<file path="config.mk">
export PLATFORM = sky130hd
export DESIGN_NAME = byte_rotate_swap_xor_alu
export DESIGN_NICKNAME = d
export VERILOG_FILES = /design/src/alu_pkg.sv /design/src/byte_rotate_swap_xor_alu.sv
export SDC_FILE = /design/constraint.sdc
export NUM_CORES = 1
export LEC_CHECK = 0
export BUFFER_PORTS_ARGS = -buffer_cell sky130_fd_sc_hd__buf_2
export CORE_ASPECT_RATIO = 0.9
export CORE_MARGIN = 8
export CORE_UTILIZATION = 50
export DETAILED_ROUTE_END_ITERATION = 8
export GPL_TIMING_DRIVEN = 0
export PLACE_DENSITY = 0.68
export SETUP_SLACK_MARGIN = 0.2
export SLEW_MARGIN = 0
export SYNTH_ARGS = -nofsm -noshare
export SYNTH_HDL_FRONTEND = slang
export SYNTH_SLANG_ARGS = --single-unit
</file>
<file path="constraint.sdc">
create_clock -name ref_clk_i -period 11.3 [get_ports ref_clk_i]
set_clock_uncertainty 0.2 [all_clocks]
set_input_delay 1.13 -clock ref_clk_i [delete_from_list [all_inputs] [get_ports ref_clk_i]]
set_output_delay 1.13 -clock ref_clk_i [all_outputs]
set_load 0.01 [all_outputs]
</file>
<file path="src/alu_pkg.sv">
package alu_pkg;

   // ****************************************************************
   // data widths
   // ****************************************************************
   localparam int DATA_W = 8;        // datapath byte width
   localparam int FILE_ADDR_W = 5;   // file register address width
   localparam int FILE_DEPTH = 32;   // file registers, address 0 to 31
   localparam int BUS_ADDR_W = 8;    // byte address bits decoded on the bus

   // ****************************************************************
   // register byte offsets
   // ****************************************************************
   localparam logic [BUS_ADDR_W-1:0] OFS_INSTR = 8'h00;  // write executes
   localparam logic [BUS_ADDR_W-1:0] OFS_ACC = 8'h04;    // accumulator
   localparam logic [BUS_ADDR_W-1:0] OFS_STATUS = 8'h08; // carry and zero
   localparam logic [BUS_ADDR_W-1:0] OFS_DIR = 8'h0c;    // port direction, read only
   localparam logic [BUS_ADDR_W-1:0] OFS_FPTR = 8'h10;   // file access pointer
   localparam logic [BUS_ADDR_W-1:0] OFS_FDATA = 8'h14;  // file[pointer]

   // ****************************************************************
   // field positions and values
   // ****************************************************************
   localparam int ST_CARRY_BIT = 0;  // status bit of carry
   localparam int ST_ZERO_BIT = 1;   // status bit of zero
   localparam logic [FILE_ADDR_W-1:0] DIR_OPERAND = 5'h06; // only direction operand that is acted on
   localparam logic [DATA_W-1:0] ACC_RST = 8'h00;
   localparam logic [DATA_W-1:0] DIR_RST = 8'hff;  // all pins input after reset
   localparam logic [DATA_W-1:0] ZERO_BYTE = 8'h00;
   localparam logic [1:0] RESP_OKAY = 2'h0;
   localparam logic [1:0] RESP_SLVERR = 2'h2;

   // ****************************************************************
   // instruction word written to the execute register
   // ****************************************************************
   typedef enum logic [2:0] {
      OP_NONE = 3'b000,
      OP_ROTATE_RIGHT_CARRY = 3'b001,
      OP_NIBBLE_EXCHANGE = 3'b010,
      OP_PIN_DIRECTION_LOAD = 3'b011,
      OP_XOR_REG_ACC = 3'b100,
      OP_XOR_LITERAL_ACC = 3'b101
   } op_t;

   typedef struct packed {
      logic [7:0] pad_hi;               // reads zero
      logic [DATA_W-1:0] literal;       // immediate 0..255
      logic [6:0] pad_lo;               // reads zero
      logic [FILE_ADDR_W-1:0] faddr;    // file register operand
      logic dest;                       // 0 accumulator, 1 file register
      logic [2:0] op;                   // op_t code
   } instr_t;

   localparam instr_t INSTR_RST = '0;

endpackage : alu_pkg

</file>
<file path="src/byte_rotate_swap_xor_alu.sv">
// The implementer's own choices: the AXI4-Lite slave port and the placing of the registers.
`timescale 1ns/1ns

// Summary of operation
// - rotate file right through carry, carry only
// - rotate result to accumulator or file by dest
// - swap nibbles, dest selectable, no flags
// - accumulator loads direction register, operand six
// - xor accumulator with file, zero only
// - file xor result to accumulator or file
// - xor accumulator with literal, into accumulator
module byte_rotate_swap_xor_alu #(
   parameter int FILE_DEPTH = alu_pkg::FILE_DEPTH
) (
   input wire logic ref_clk_i,
   input wire logic rst_i,
   // axi4-lite write address
   input wire logic [31:0] s_axi_awaddr_i,
   input wire logic s_axi_awvalid_i,
   output logic s_axi_awready_o,
   // axi4-lite write data
   input wire logic [31:0] s_axi_wdata_i,
   input wire logic [3:0] s_axi_wstrb_i,
   input wire logic s_axi_wvalid_i,
   output logic s_axi_wready_o,
   // axi4-lite write response
   output logic [1:0] s_axi_bresp_o,
   output logic s_axi_bvalid_o,
   input wire logic s_axi_bready_i,
   // axi4-lite read address
   input wire logic [31:0] s_axi_araddr_i,
   input wire logic s_axi_arvalid_i,
   output logic s_axi_arready_o,
   // axi4-lite read data
   output logic [31:0] s_axi_rdata_o,
   output logic [1:0] s_axi_rresp_o,
   output logic s_axi_rvalid_o,
   input wire logic s_axi_rready_i,
   // core state seen by the rest of the chip
   output logic [7:0] acc_o,
   output logic carry_o,
   output logic zero_o,
   output logic [7:0] pin_dir_o
);
   // ****************************************************************
   // elaboration checks
   // ****************************************************************
   // the five-bit operand field can address no more than 32 entries
   if (FILE_DEPTH < 1 || FILE_DEPTH > (1 << alu_pkg::FILE_ADDR_W)) begin : g_depth_check
      $error("FILE_DEPTH must lie between 1 and 32");
   end
   // ****************************************************************
   // bus state
   // ****************************************************************
   logic aw_have_reg, aw_have_next;              // write address held
   logic [7:0] aw_addr_reg, aw_addr_next;
   logic w_have_reg, w_have_next;                // write data held
   logic [31:0] w_data_reg, w_data_next;
   logic [3:0] w_strb_reg, w_strb_next;
   logic bvalid_reg, bvalid_next;
   logic [1:0] bresp_reg, bresp_next;
   logic rvalid_reg, rvalid_next;
   logic [1:0] rresp_reg, rresp_next;
   logic [31:0] rdata_reg, rdata_next;
   logic wr_fire;                                // both halves present, commit now
   logic wr_hit;                                 // commit address is mapped
   logic [31:0] wr_mask;                         // strobes widened to bits
   logic [31:0] rd_word;                         // read mux
   logic rd_hit;
   // ****************************************************************
   // core state
   // ****************************************************************
   logic [7:0] acc_reg, acc_next;
   logic carry_reg, carry_next;
   logic zero_reg, zero_next;
   logic [7:0] dir_reg, dir_next;
   logic [4:0] fptr_reg, fptr_next;              // software file pointer
   alu_pkg::instr_t instr_reg, instr_next;       // last instruction written
   logic [7:0] file_mem [FILE_DEPTH];            // file registers
   logic file_we;
   logic [4:0] file_wa;
   logic [7:0] file_wd;
   // ****************************************************************
   // read mux
   // ****************************************************************
   // reads see the state from before any write committing on the same edge
   always_comb begin
      rd_word = '0;
      rd_hit = 1'b1;
      unique case (s_axi_araddr_i[7:0])
         alu_pkg::OFS_INSTR: rd_word = instr_reg;
         alu_pkg::OFS_ACC: rd_word[7:0] = acc_reg;
         alu_pkg::OFS_STATUS: begin
            rd_word[alu_pkg::ST_CARRY_BIT] = carry_reg;
            rd_word[alu_pkg::ST_ZERO_BIT] = zero_reg;
         end
         alu_pkg::OFS_DIR: rd_word[7:0] = dir_reg;
         alu_pkg::OFS_FPTR: rd_word[4:0] = fptr_reg;
         alu_pkg::OFS_FDATA: rd_word[7:0] = file_mem[fptr_reg];
         default: rd_hit = 1'b0;   // unmapped reads zero with error
      endcase
      // upper address bits beyond the decoded byte are not mapped
      if (s_axi_araddr_i[31:8] != '0) begin
         rd_hit = 1'b0;
         rd_word = '0;
      end
   end
   // ****************************************************************
   // bus next state
   // ****************************************************************
   // one write and one read at a time; ready only while nothing is owed
   always_comb begin
      aw_have_next = aw_have_reg;
      aw_addr_next = aw_addr_reg;
      w_have_next = w_have_reg;
      w_data_next = w_data_reg;
      w_strb_next = w_strb_reg;
      bvalid_next = bvalid_reg;
      bresp_next = bresp_reg;
      rvalid_next = rvalid_reg;
      rresp_next = rresp_reg;
      rdata_next = rdata_reg;
      wr_fire = aw_have_reg && w_have_reg;
      wr_hit = 1'b0;
      // address and data are taken in either order
      if (s_axi_awvalid_i && s_axi_awready_o) begin
         aw_have_next = 1'b1;
         aw_addr_next = s_axi_awaddr_i[7:0];
         if (s_axi_awaddr_i[31:8] != '0) begin
            aw_addr_next = 8'hff;   // forces the unmapped answer
         end
      end
      if (s_axi_wvalid_i && s_axi_wready_o) begin
         w_have_next = 1'b1;
         w_data_next = s_axi_wdata_i;
         w_strb_next = s_axi_wstrb_i;
      end
      // commit one cycle after both halves are in
      if (wr_fire) begin
         aw_have_next = 1'b0;
         w_have_next = 1'b0;
         bvalid_next = 1'b1;
         unique case (aw_addr_reg)
            alu_pkg::OFS_INSTR, alu_pkg::OFS_ACC, alu_pkg::OFS_STATUS,
            alu_pkg::OFS_DIR, alu_pkg::OFS_FPTR, alu_pkg::OFS_FDATA: wr_hit = 1'b1;
            default: wr_hit = 1'b0;
         endcase
         bresp_next = wr_hit ? alu_pkg::RESP_OKAY : alu_pkg::RESP_SLVERR;
      end else if (bvalid_reg && s_axi_bready_i) begin
         bvalid_next = 1'b0;
      end
      // read answered right after the address is taken
      if (s_axi_arvalid_i && s_axi_arready_o) begin
         rvalid_next = 1'b1;
         rdata_next = rd_word;
         rresp_next = rd_hit ? alu_pkg::RESP_OKAY : alu_pkg::RESP_SLVERR;
      end else if (rvalid_reg && s_axi_rready_i) begin
         rvalid_next = 1'b0;
      end
   end
   // ****************************************************************
   // bus registers
   // ****************************************************************
   always_ff @(posedge ref_clk_i) begin
      if (rst_i) begin
         aw_have_reg <= 1'b0;
         aw_addr_reg <= '0;
         w_have_reg <= 1'b0;
         w_data_reg <= '0;
         w_strb_reg <= '0;
         bvalid_reg <= 1'b0;
         bresp_reg <= alu_pkg::RESP_OKAY;
         rvalid_reg <= 1'b0;
         rresp_reg <= alu_pkg::RESP_OKAY;
         rdata_reg <= '0;
         s_axi_awready_o <= 1'b0;
         s_axi_wready_o <= 1'b0;
         s_axi_arready_o <= 1'b0;
      end else begin
         aw_have_reg <= aw_have_next;
         aw_addr_reg <= aw_addr_next;
         w_have_reg <= w_have_next;
         w_data_reg <= w_data_next;
         w_strb_reg <= w_strb_next;
         bvalid_reg <= bvalid_next;
         bresp_reg <= bresp_next;
         rvalid_reg <= rvalid_next;
         rresp_reg <= rresp_next;
         rdata_reg <= rdata_next;
         // ready from flops: open only while that half is empty and no answer owed
         s_axi_awready_o <= !aw_have_next && !bvalid_next;
         s_axi_wready_o <= !w_have_next && !bvalid_next;
         s_axi_arready_o <= !rvalid_next;
      end
   end

   assign s_axi_bvalid_o = bvalid_reg;
   assign s_axi_bresp_o = bresp_reg;
   assign s_axi_rvalid_o = rvalid_reg;
   assign s_axi_rresp_o = rresp_reg;
   assign s_axi_rdata_o = rdata_reg;

   // ****************************************************************
   // byte strobe mask, one lane per generate step
   // ****************************************************************
   for (genvar g = 0; g < 4; g++) begin : g_lane
      assign wr_mask[g*8 +: 8] = {8{w_strb_reg[g]}};
   end

   // ****************************************************************
   // datapath next state
   // ****************************************************************
   always_comb begin
      logic [31:0] merged;
      logic [7:0] src;
      logic [7:0] result;
      alu_pkg::instr_t ins;
      merged = '0;
      src = '0;
      result = '0;
      ins = instr_reg;
      acc_next = acc_reg;
      carry_next = carry_reg;
      zero_next = zero_reg;
      dir_next = dir_reg;
      fptr_next = fptr_reg;
      instr_next = instr_reg;
      file_we = 1'b0;
      file_wa = fptr_reg;
      file_wd = '0;
      if (wr_fire && wr_hit) begin
         unique case (aw_addr_reg)
            alu_pkg::OFS_INSTR: begin
               // strobes merge into the old word, then pads forced to zero
               merged = (w_data_reg & wr_mask) | (instr_reg & ~wr_mask);
               ins = merged;
               ins.pad_hi = '0;
               ins.pad_lo = '0;
               instr_next = ins;
               src = file_mem[ins.faddr];
               unique case (ins.op)
                  alu_pkg::OP_ROTATE_RIGHT_CARRY: begin
                     result = {carry_reg, src[7:1]};
                     carry_next = src[0];
                  end
                  alu_pkg::OP_NIBBLE_EXCHANGE: begin
                     result = {src[3:0], src[7:4]};
                  end
                  alu_pkg::OP_PIN_DIRECTION_LOAD: begin
                     // other operands would be a different port: ignored
                     if (ins.faddr == alu_pkg::DIR_OPERAND) begin
                        dir_next = acc_reg;
                     end
                  end
                  alu_pkg::OP_XOR_REG_ACC: begin
                     result = acc_reg ^ src;
                     zero_next = (result == alu_pkg::ZERO_BYTE);
                  end
                  alu_pkg::OP_XOR_LITERAL_ACC: begin
                     result = acc_reg ^ ins.literal;
                     zero_next = (result == alu_pkg::ZERO_BYTE);
                     acc_next = result;
                  end
                  default: ;   // no-op and the two spare codes change nothing
               endcase
               // destination routing for the file-operand group
               if (ins.op == alu_pkg::OP_ROTATE_RIGHT_CARRY ||
                   ins.op == alu_pkg::OP_NIBBLE_EXCHANGE ||
                   ins.op == alu_pkg::OP_XOR_REG_ACC) begin
                  if (ins.dest) begin
                     file_we = 1'b1;
                     file_wa = ins.faddr;
                     file_wd = result;
                  end else begin
                     acc_next = result;
                  end
               end
            end
            alu_pkg::OFS_ACC: begin
               if (w_strb_reg[0]) begin
                  acc_next = w_data_reg[7:0];
               end
            end
            alu_pkg::OFS_STATUS: begin
               if (w_strb_reg[0]) begin
                  carry_next = w_data_reg[alu_pkg::ST_CARRY_BIT];
                  zero_next = w_data_reg[alu_pkg::ST_ZERO_BIT];
               end
            end
            alu_pkg::OFS_FPTR: begin
               if (w_strb_reg[0]) begin
                  fptr_next = w_data_reg[4:0];
               end
            end
            alu_pkg::OFS_FDATA: begin
               file_we = w_strb_reg[0];
               file_wa = fptr_reg;
               file_wd = w_data_reg[7:0];
            end
            default: ;   // direction register is loaded only by instruction
         endcase
      end
   end
   // ****************************************************************
   // datapath registers
   // ****************************************************************
   always_ff @(posedge ref_clk_i) begin
      if (rst_i) begin
         acc_reg <= alu_pkg::ACC_RST;
         carry_reg <= 1'b0;
         zero_reg <= 1'b0;
         dir_reg <= alu_pkg::DIR_RST;
         fptr_reg <= '0;
         instr_reg <= alu_pkg::INSTR_RST;
      end else begin
         acc_reg <= acc_next;
         carry_reg <= carry_next;
         zero_reg <= zero_next;
         dir_reg <= dir_next;
         fptr_reg <= fptr_next;
         instr_reg <= instr_next;
      end
   end

   // file contents survive reset, like ordinary data ram
   always_ff @(posedge ref_clk_i) begin
      if (file_we && (32'(file_wa) < FILE_DEPTH)) begin
         file_mem[file_wa] <= file_wd;
      end
   end

   assign acc_o = acc_reg;
   assign carry_o = carry_reg;
   assign zero_o = zero_reg;
   assign pin_dir_o = dir_reg;

endmodule : byte_rotate_swap_xor_alu

</file>
# --- Yosys cells after proc, flatten, opt, wreduce, memory -nomap -nowiden ---
# Memories as Yosys holds them, arrays and structs flattened. A register that Yosys moved wholly into a read port is not among the register bits.
# Index checks and enable logic that the tools add are counted.
totals:
  in_bits: 107
  mem_count: 1
  reg_bits: 118
  ram_bits: 256
  output_inout_bits: 59
classes:
  bitwise_logic: 6
  n_eq_ne: 20
  reduce_logical: 31
  muxes: 49
memory_table:
  columns: ["memory", "depth", "width", "read_ports", "rd_clocked_by_memory_dff", "write_ports", "line_no", "source"]
  rows:
  - ["file_mem", 32, 8, 2, 1, 1, "byte_rotate_swap_xor_alu.sv:79", "logic [7:0] file_mem [FILE_DEPTH];"]
ops:
  columns: ["cell", "n"]
  rows:
  - ["$mux W8", 8]
  - ["$and A24 B24 Y24", 2]
  - ["$reduce_bool A24 Y1", 2]
  - ["$eq A8 B4 Y1 const B", 4]
  - ["$eq A8 B5 Y1 const B", 4]
  - ["$logic_not A8 Y1", 4]
  - ["$mux W32", 1]
  - ["$pmux W8 S2", 2]
  - ["$pmux W8 S4", 1]
  - ["$mux W5", 6]
  - ["$not A24 Y24", 1]
  - ["$or A24 B24 Y24", 1]
  - ["$mux W1", 21]
  - ["$eq A8 B3 Y1 const B", 2]
  - ["$mux W16", 1]
  - ["$xor A8 B8 Y8", 2]
  - ["$pmux W3 S5", 1]
  - ["$pmux W2 S6", 1]
  - ["$pmux W3 S4", 1]
  - ["$reduce_and A4 Y1", 3]
  - ["$reduce_or A6 Y1", 2]
  - ["$logic_and A1 B1 Y1", 9]
  - ["$pmux W1 S2", 4]
  - ["$eq A3 B2 Y1 const B", 2]
  - ["11 further kinds", 21]

# --- Depth between registers and ports, before layout ---
depth:
  ltp_word: 11
  ltp_mapped: 13
  depth_no_buf: 9

# --- Worst setup path after synthesis ---
# OpenSTA, ideal clock, no wires.
synth_timing:
  path_kind: "register -> register"
  start: "register w_strb_reg[0]"
  end: "memory file_mem[0][7] (data pin)"
  path_buffers: 3
  arrival_time_ns: 3.037
  required_ns: 10.749
  stages_incl_launch_ff: 13
  path_slack_ns: 7.713
  cell_sequence: "dfxtp_1 > buf_6 > mux2_4 > buf_6 > buf_2 > mux2i_1 > a221oi_1 > a31oi_1 > a311oi_2 > nor3_1 > o31ai_1 > a22oi_1 > nor2_1"
synth_between:
  elab_chain_len: 10
  word_cells_on_any_way: 17
  cone_classes: "4 x eq/ne; 5 x mux; 5 x bitwise; 2 x reduce/logical; 1 x memory"
synth_rtl:
  columns: ["element", "line_no", "source"]
  rows:
  - ["start: declaration", "byte_rotate_swap_xor_alu.sv:59", "logic [3:0] w_strb_reg, w_strb_next;"]
  - ["start signal: assignment", "byte_rotate_swap_xor_alu.sv:184", "w_strb_reg <= w_strb_next;"]
  - ["$not A24 Y24", "byte_rotate_swap_xor_alu.sv:235", "merged = (w_data_reg & wr_mask) | (instr_reg & ~wr_mask);"]
  - ["$and A24 B24 Y24", "byte_rotate_swap_xor_alu.sv:235", null]
  - ["$or A24 B24 Y24 *", "byte_rotate_swap_xor_alu.sv:235", null]
  - ["$mem_v2 Z32 W8", null, null]
  - ["$xor A8 B8 Y8", "byte_rotate_swap_xor_alu.sv:256", "result = acc_reg ^ src;"]
  - ["$pmux W8 S4", "byte_rotate_swap_xor_alu.sv:241", "unique case (ins.op)"]
  - ["$mux W8", "byte_rotate_swap_xor_alu.sv:270", "if (ins.dest) begin"]
  - ["$mux W8 *", "byte_rotate_swap_xor_alu.sv:267", "if (ins.op == alu_pkg::OP_ROTATE_RIGHT_CARRY ||"]
  - ["$pmux W8 S2 *", "byte_rotate_swap_xor_alu.sv:232", "unique case (aw_addr_reg)"]
  - ["$mux W8 *", "byte_rotate_swap_xor_alu.sv:231", "if (wr_fire && wr_hit) begin"]
  - ["net file_wd[7]", "byte_rotate_swap_xor_alu.sv:82", "logic [7:0] file_wd;"]
  - ["end: declaration", "byte_rotate_swap_xor_alu.sv:79", null]
# Mark *: on every way through the listed nets, which the timed path passes. The rest lies on a longest branch.

# --- Worst setup path in the final report ---
layout_timing:
  start: "register w_strb_reg[0]"
  end: "memory file_mem[12][5] (data pin)"
# Same word-level chain as after synthesis.

==> metrics list <==
- Pins Over Slew Limit: 0
- The number of setup buffers added after CTS is 0.
- Final weighted congestion in routability-driven placement: about 1.0
- Counting instances in the post-synthesis netlist gives the leading cell types as sky130_fd_sc_hd__edfxtp_1, sky130_fd_sc_hd__nand2_1, sky130_fd_sc_hd__nor2_1.
* CTS root buf: sky130_fd_sc_hd__clkbuf_16
- Run status: finished clean
- The hold violation count in the final report is 0.
- Headroom to the max-slew limit came out at 3.897%.
- Clock tree buffer depth: 3
- Share of synthesized registers carrying an async set or reset: 0%
- Maximum capacitance violations: 0
* Period minus WS final: 5479 ps
- Counting the fill cells in the layout gives between 2000 and 3000.
* Leakage power figure: just under 7 nW
- After technology mapping, the gate count stands at 1585.
* Placed wire-length estimate: slightly below 50 mm
* Initial antenna violation count: 4
- By area, the combinational part of the netlist is dominated by simple AND/OR/NAND/NOR gates.
* Number of nets in the layout: 1886
- The finished layout holds 2286 standard cells, fillers aside.
* Residual antenna-violating net count after detailed routing: 0
- VDD IR max: approximately 0.00013 V
* Parity-gate share of the synthesized area counting xor and xnor cells: 1.140%
- Total number of H-tree levels: 2
* Class of the most critical hold timing path: register to register
- Startpoint Class: register
* Number of search-and-repair iterations in the first detailed-routing pass: 6
- In the synthesized netlist the dominant register cell turns out to be sky130_fd_sc_hd__edfxtp_1.
* RSZ-0062 raised after global routing: false
* Number of buffers inserted during clock tree synthesis: 40
* Wire length of the first global-routing pass: slightly below 100 mm
- Die footprint: 42560 sq um
- Top post-synthesis cells by area: sky130_fd_sc_hd__edfxtp_1, sky130_fd_sc_hd__dfxtp_1, sky130_fd_sc_hd__mux4_2, sky130_fd_sc_hd__nand2_1, sky130_fd_sc_hd__nor2_1
- Number of enable-type register cells in the synthesized netlist: roughly 260
- Max reg flops: roughly 260
* Floorplan die height: roughly 200 um
* Cell count after placement: between 2000 and 2500
* Footprint of the multi-input gates: 7732 sq um
- The total overflow left after global routing is 0.
* Proportion of netlist area held by the largest area contributor: between 40% and 50%
- Once placement finished, the instance area stood at roughly 19000 sq um.
- F_max: between 150 and 200 MHz
* Compound-Gate Fraction of Synth Area: approximately 13%
* Die span in x: 216.6 um
- Type of the worst setup path: register to register
- Cell with the most instances after synthesis: sky130_fd_sc_hd__edfxtp_1
- Buffers placed on the I/O ports in this run total ~130.
* Post-synthesis sequential area ratio: 53.41%
- At the pin with the least slew margin, the transition time is approximately 1400 ps.
- The total area inside the core boundary comes to ~36000 sq um.
- Clock slew at the register clock pins of the worst setup and hold paths: approximately 60 ps
- Cell area after synthesis: 18100 sq um
* Pwr Total: 2.884 mW
- The clock net in this run drives a total of around 360 sinks.
- Footprint of the flip-flops and latches: 9669 sq um
- Largest net degree at the start of global routing: 33
- Crit. End Element: register
- The routed layout has between 15000 and 20000 vias.
- After routing the design area is ~21000 sq um.
- Synthesis inferred ~360 register bits.
- Clock latency on the worst-skew pair: roughly 580 ps
- Mean area per synthesized cell: about 11 sq um
- At the worst endpoint, the required time is 11260 ps.
* Critical path fanouts, max: 32
- Crit path arrival time: between 5000 and 6000 ps
* Fraction of the mapped netlist area in simple logic gates: 14.46%
* Wire per inst: 29.92 um
- Final period util: about half
- For this configuration, the core starts out at a cell density of approximately 50%.
- The number of global-route vias before repair came to ~15000.
- Yosys top cell by area: sky130_fd_sc_hd__edfxtp_1
- CTS tree: yes
- The netlist uses 90 different library cells.
* Count of warnings emitted by yosys: 0
- The area growth from synthesis to layout is 15.45%.
- Counting flops per register, the top entry is file_mem.
- Resized Gates After CTS: 0
- GRT Overall Usage: roughly 31%
* Starting DRC count in detailed routing: between 2000 and 3000
- Hold repair after CTS inserted 0 buffers.
- IO Count: roughly 170
- Power density normalized to cell area: between 100 and 150 nW/um^2
* Place WS: between 6000 and 7000 ps
- In the synthesized netlist, mux cells make up between 10 and 15% of the area.
- In the final layout, the share of cells above drive strength 1 is 21.49%.
- Accumulated negative setup slack: 0 ps
- After detailed routing, the total wire length is about 68 mm.
* Adder-cell share of the synthesized area: less than 1%
* Fin worst setup slack: between 5000 and 6000 ps
* Number of endpoints failing setup at the final stage: 0
- N_diodes: 0
- Placement row count: 66
- Total DRC errors in the routed layout: 0
- Dividing the detail-routed via count by the number of cells gives 6.702.
## placed cells by master (no fill, tap or decap), types with 6 or more instances in the layout
master	n
sky130_fd_sc_hd__a41oi_1	6
sky130_fd_sc_hd__and3_1	8
sky130_fd_sc_hd__buf_6	9
sky130_fd_sc_hd__dfxtp_1	99
sky130_fd_sc_hd__nand2_1	218
sky130_fd_sc_hd__buf_2	170
sky130_fd_sc_hd__o211ai_1	7
sky130_fd_sc_hd__a21oi_1	75
sky130_fd_sc_hd__nand2b_1	8
sky130_fd_sc_hd__nand4_1	20
sky130_fd_sc_hd__o22ai_1	20
sky130_fd_sc_hd__buf_4	21
sky130_fd_sc_hd__xor2_1	7
sky130_fd_sc_hd__clkinv_2	6
sky130_fd_sc_hd__nor2_1	169
sky130_fd_sc_hd__conb_1	17
sky130_fd_sc_hd__o21ai_0	36
sky130_fd_sc_hd__clkbuf_8	7
sky130_fd_sc_hd__and2_1	13
sky130_fd_sc_hd__a221oi_1	13
sky130_fd_sc_hd__clkbuf_1	64
sky130_fd_sc_hd__buf_1	18
sky130_fd_sc_hd__a211oi_1	14
sky130_fd_sc_hd__nor2b_1	14
sky130_fd_sc_hd__edfxtp_1	256
sky130_fd_sc_hd__o21ai_1	9
sky130_fd_sc_hd__o221ai_1	12
sky130_fd_sc_hd__a31oi_1	24
sky130_fd_sc_hd__inv_1	7
sky130_fd_sc_hd__clkbuf_16	40
sky130_fd_sc_hd__mux4_2	81
sky130_fd_sc_hd__nor3_1	36
sky130_fd_sc_hd__a22oi_1	24
sky130_fd_sc_hd__a211o_1	16
sky130_fd_sc_hd__mux2i_1	60
sky130_fd_sc_hd__xnor2_1	11
sky130_fd_sc_hd__nand3_1	40
sky130_fd_sc_hd__nor4_1	14
## final timing paths
kind                            to  slack (ps)              from  cells after the start
setup / recovery   file_mem[12][5]        5820     w_strb_reg[0]                     10
setup reg to reg   file_mem[12][5]        5820     w_strb_reg[0]                     10
hold / removal    s_axi_rdata_o[0]         250  s_axi_rdata_o[0]                      2
hold reg to reg   s_axi_rdata_o[0]         250  s_axi_rdata_o[0]                      2
## worst max-delay path, stage by stage (launching register included)
cell	delay [ps]
sky130_fd_sc_hd__dfxtp_1	320
sky130_fd_sc_hd__buf_6	170
sky130_fd_sc_hd__mux2i_1	500
sky130_fd_sc_hd__buf_2	390
sky130_fd_sc_hd__clkbuf_1	710
sky130_fd_sc_hd__o21ai_0	210
sky130_fd_sc_hd__a311oi_1	630
sky130_fd_sc_hd__a22oi_1	330
sky130_fd_sc_hd__xor2_1	250
sky130_fd_sc_hd__o221ai_1	250
sky130_fd_sc_hd__a22o_1	1080
## routing by layer
layer / routed length (um) / GRT usage (%) / up-vias
met5: 36 / 0 / -
met4: 3680 / 16.35 / 6
met3: 10450 / 12.49 / 244
met2: 28100 / 42.94 / 1237
met1: 26120 / 41.50 / 7431
li1: - / - / 6403
## logic make-up (layout without fill, tap and decap cells)
group           count (synthesis)  count (layout)
compound gates                327             327
xor+xnor                       21              21
fa+ha+maj                       1               1
buf+inv                       153             362
flops                         355             355
mux                           149             149
other cells                     1              17
simple gates                  578             578
## through the flow
stage          utilization [%]  hold slack, ps
4_1_cts                  58.03           252.1
5_1_grt                  58.18           286.5
2_1_floorplan                -           236.9
3_3_place_gp             54.04           246.8
3_5_place_dp             54.26           244.9
6_report                 58.18           252.0
## power by group
| part | total (mW) | switching (mW) | internal (mW) |
|---|---|---|---|
| Combinational | 0.133 | 0.0852 | 0.0476 |
| Clock | 1.36 | 0.566 | 0.793 |
| Sequential | 1.39 | 0.00708 | 1.39 |
## cell type report
cell class              count  area share [%]
plain buffers             146           3.556
clock buffers              52           5.340
clock inverters            21           1.131
inverters                   7          0.1257
multi-input cells        1093           37.00
flip-flops and latches    355           46.26
well taps                 476           2.850
repair buffers            136           3.736
Note: power is estimated with default switching activity, not from simulation.
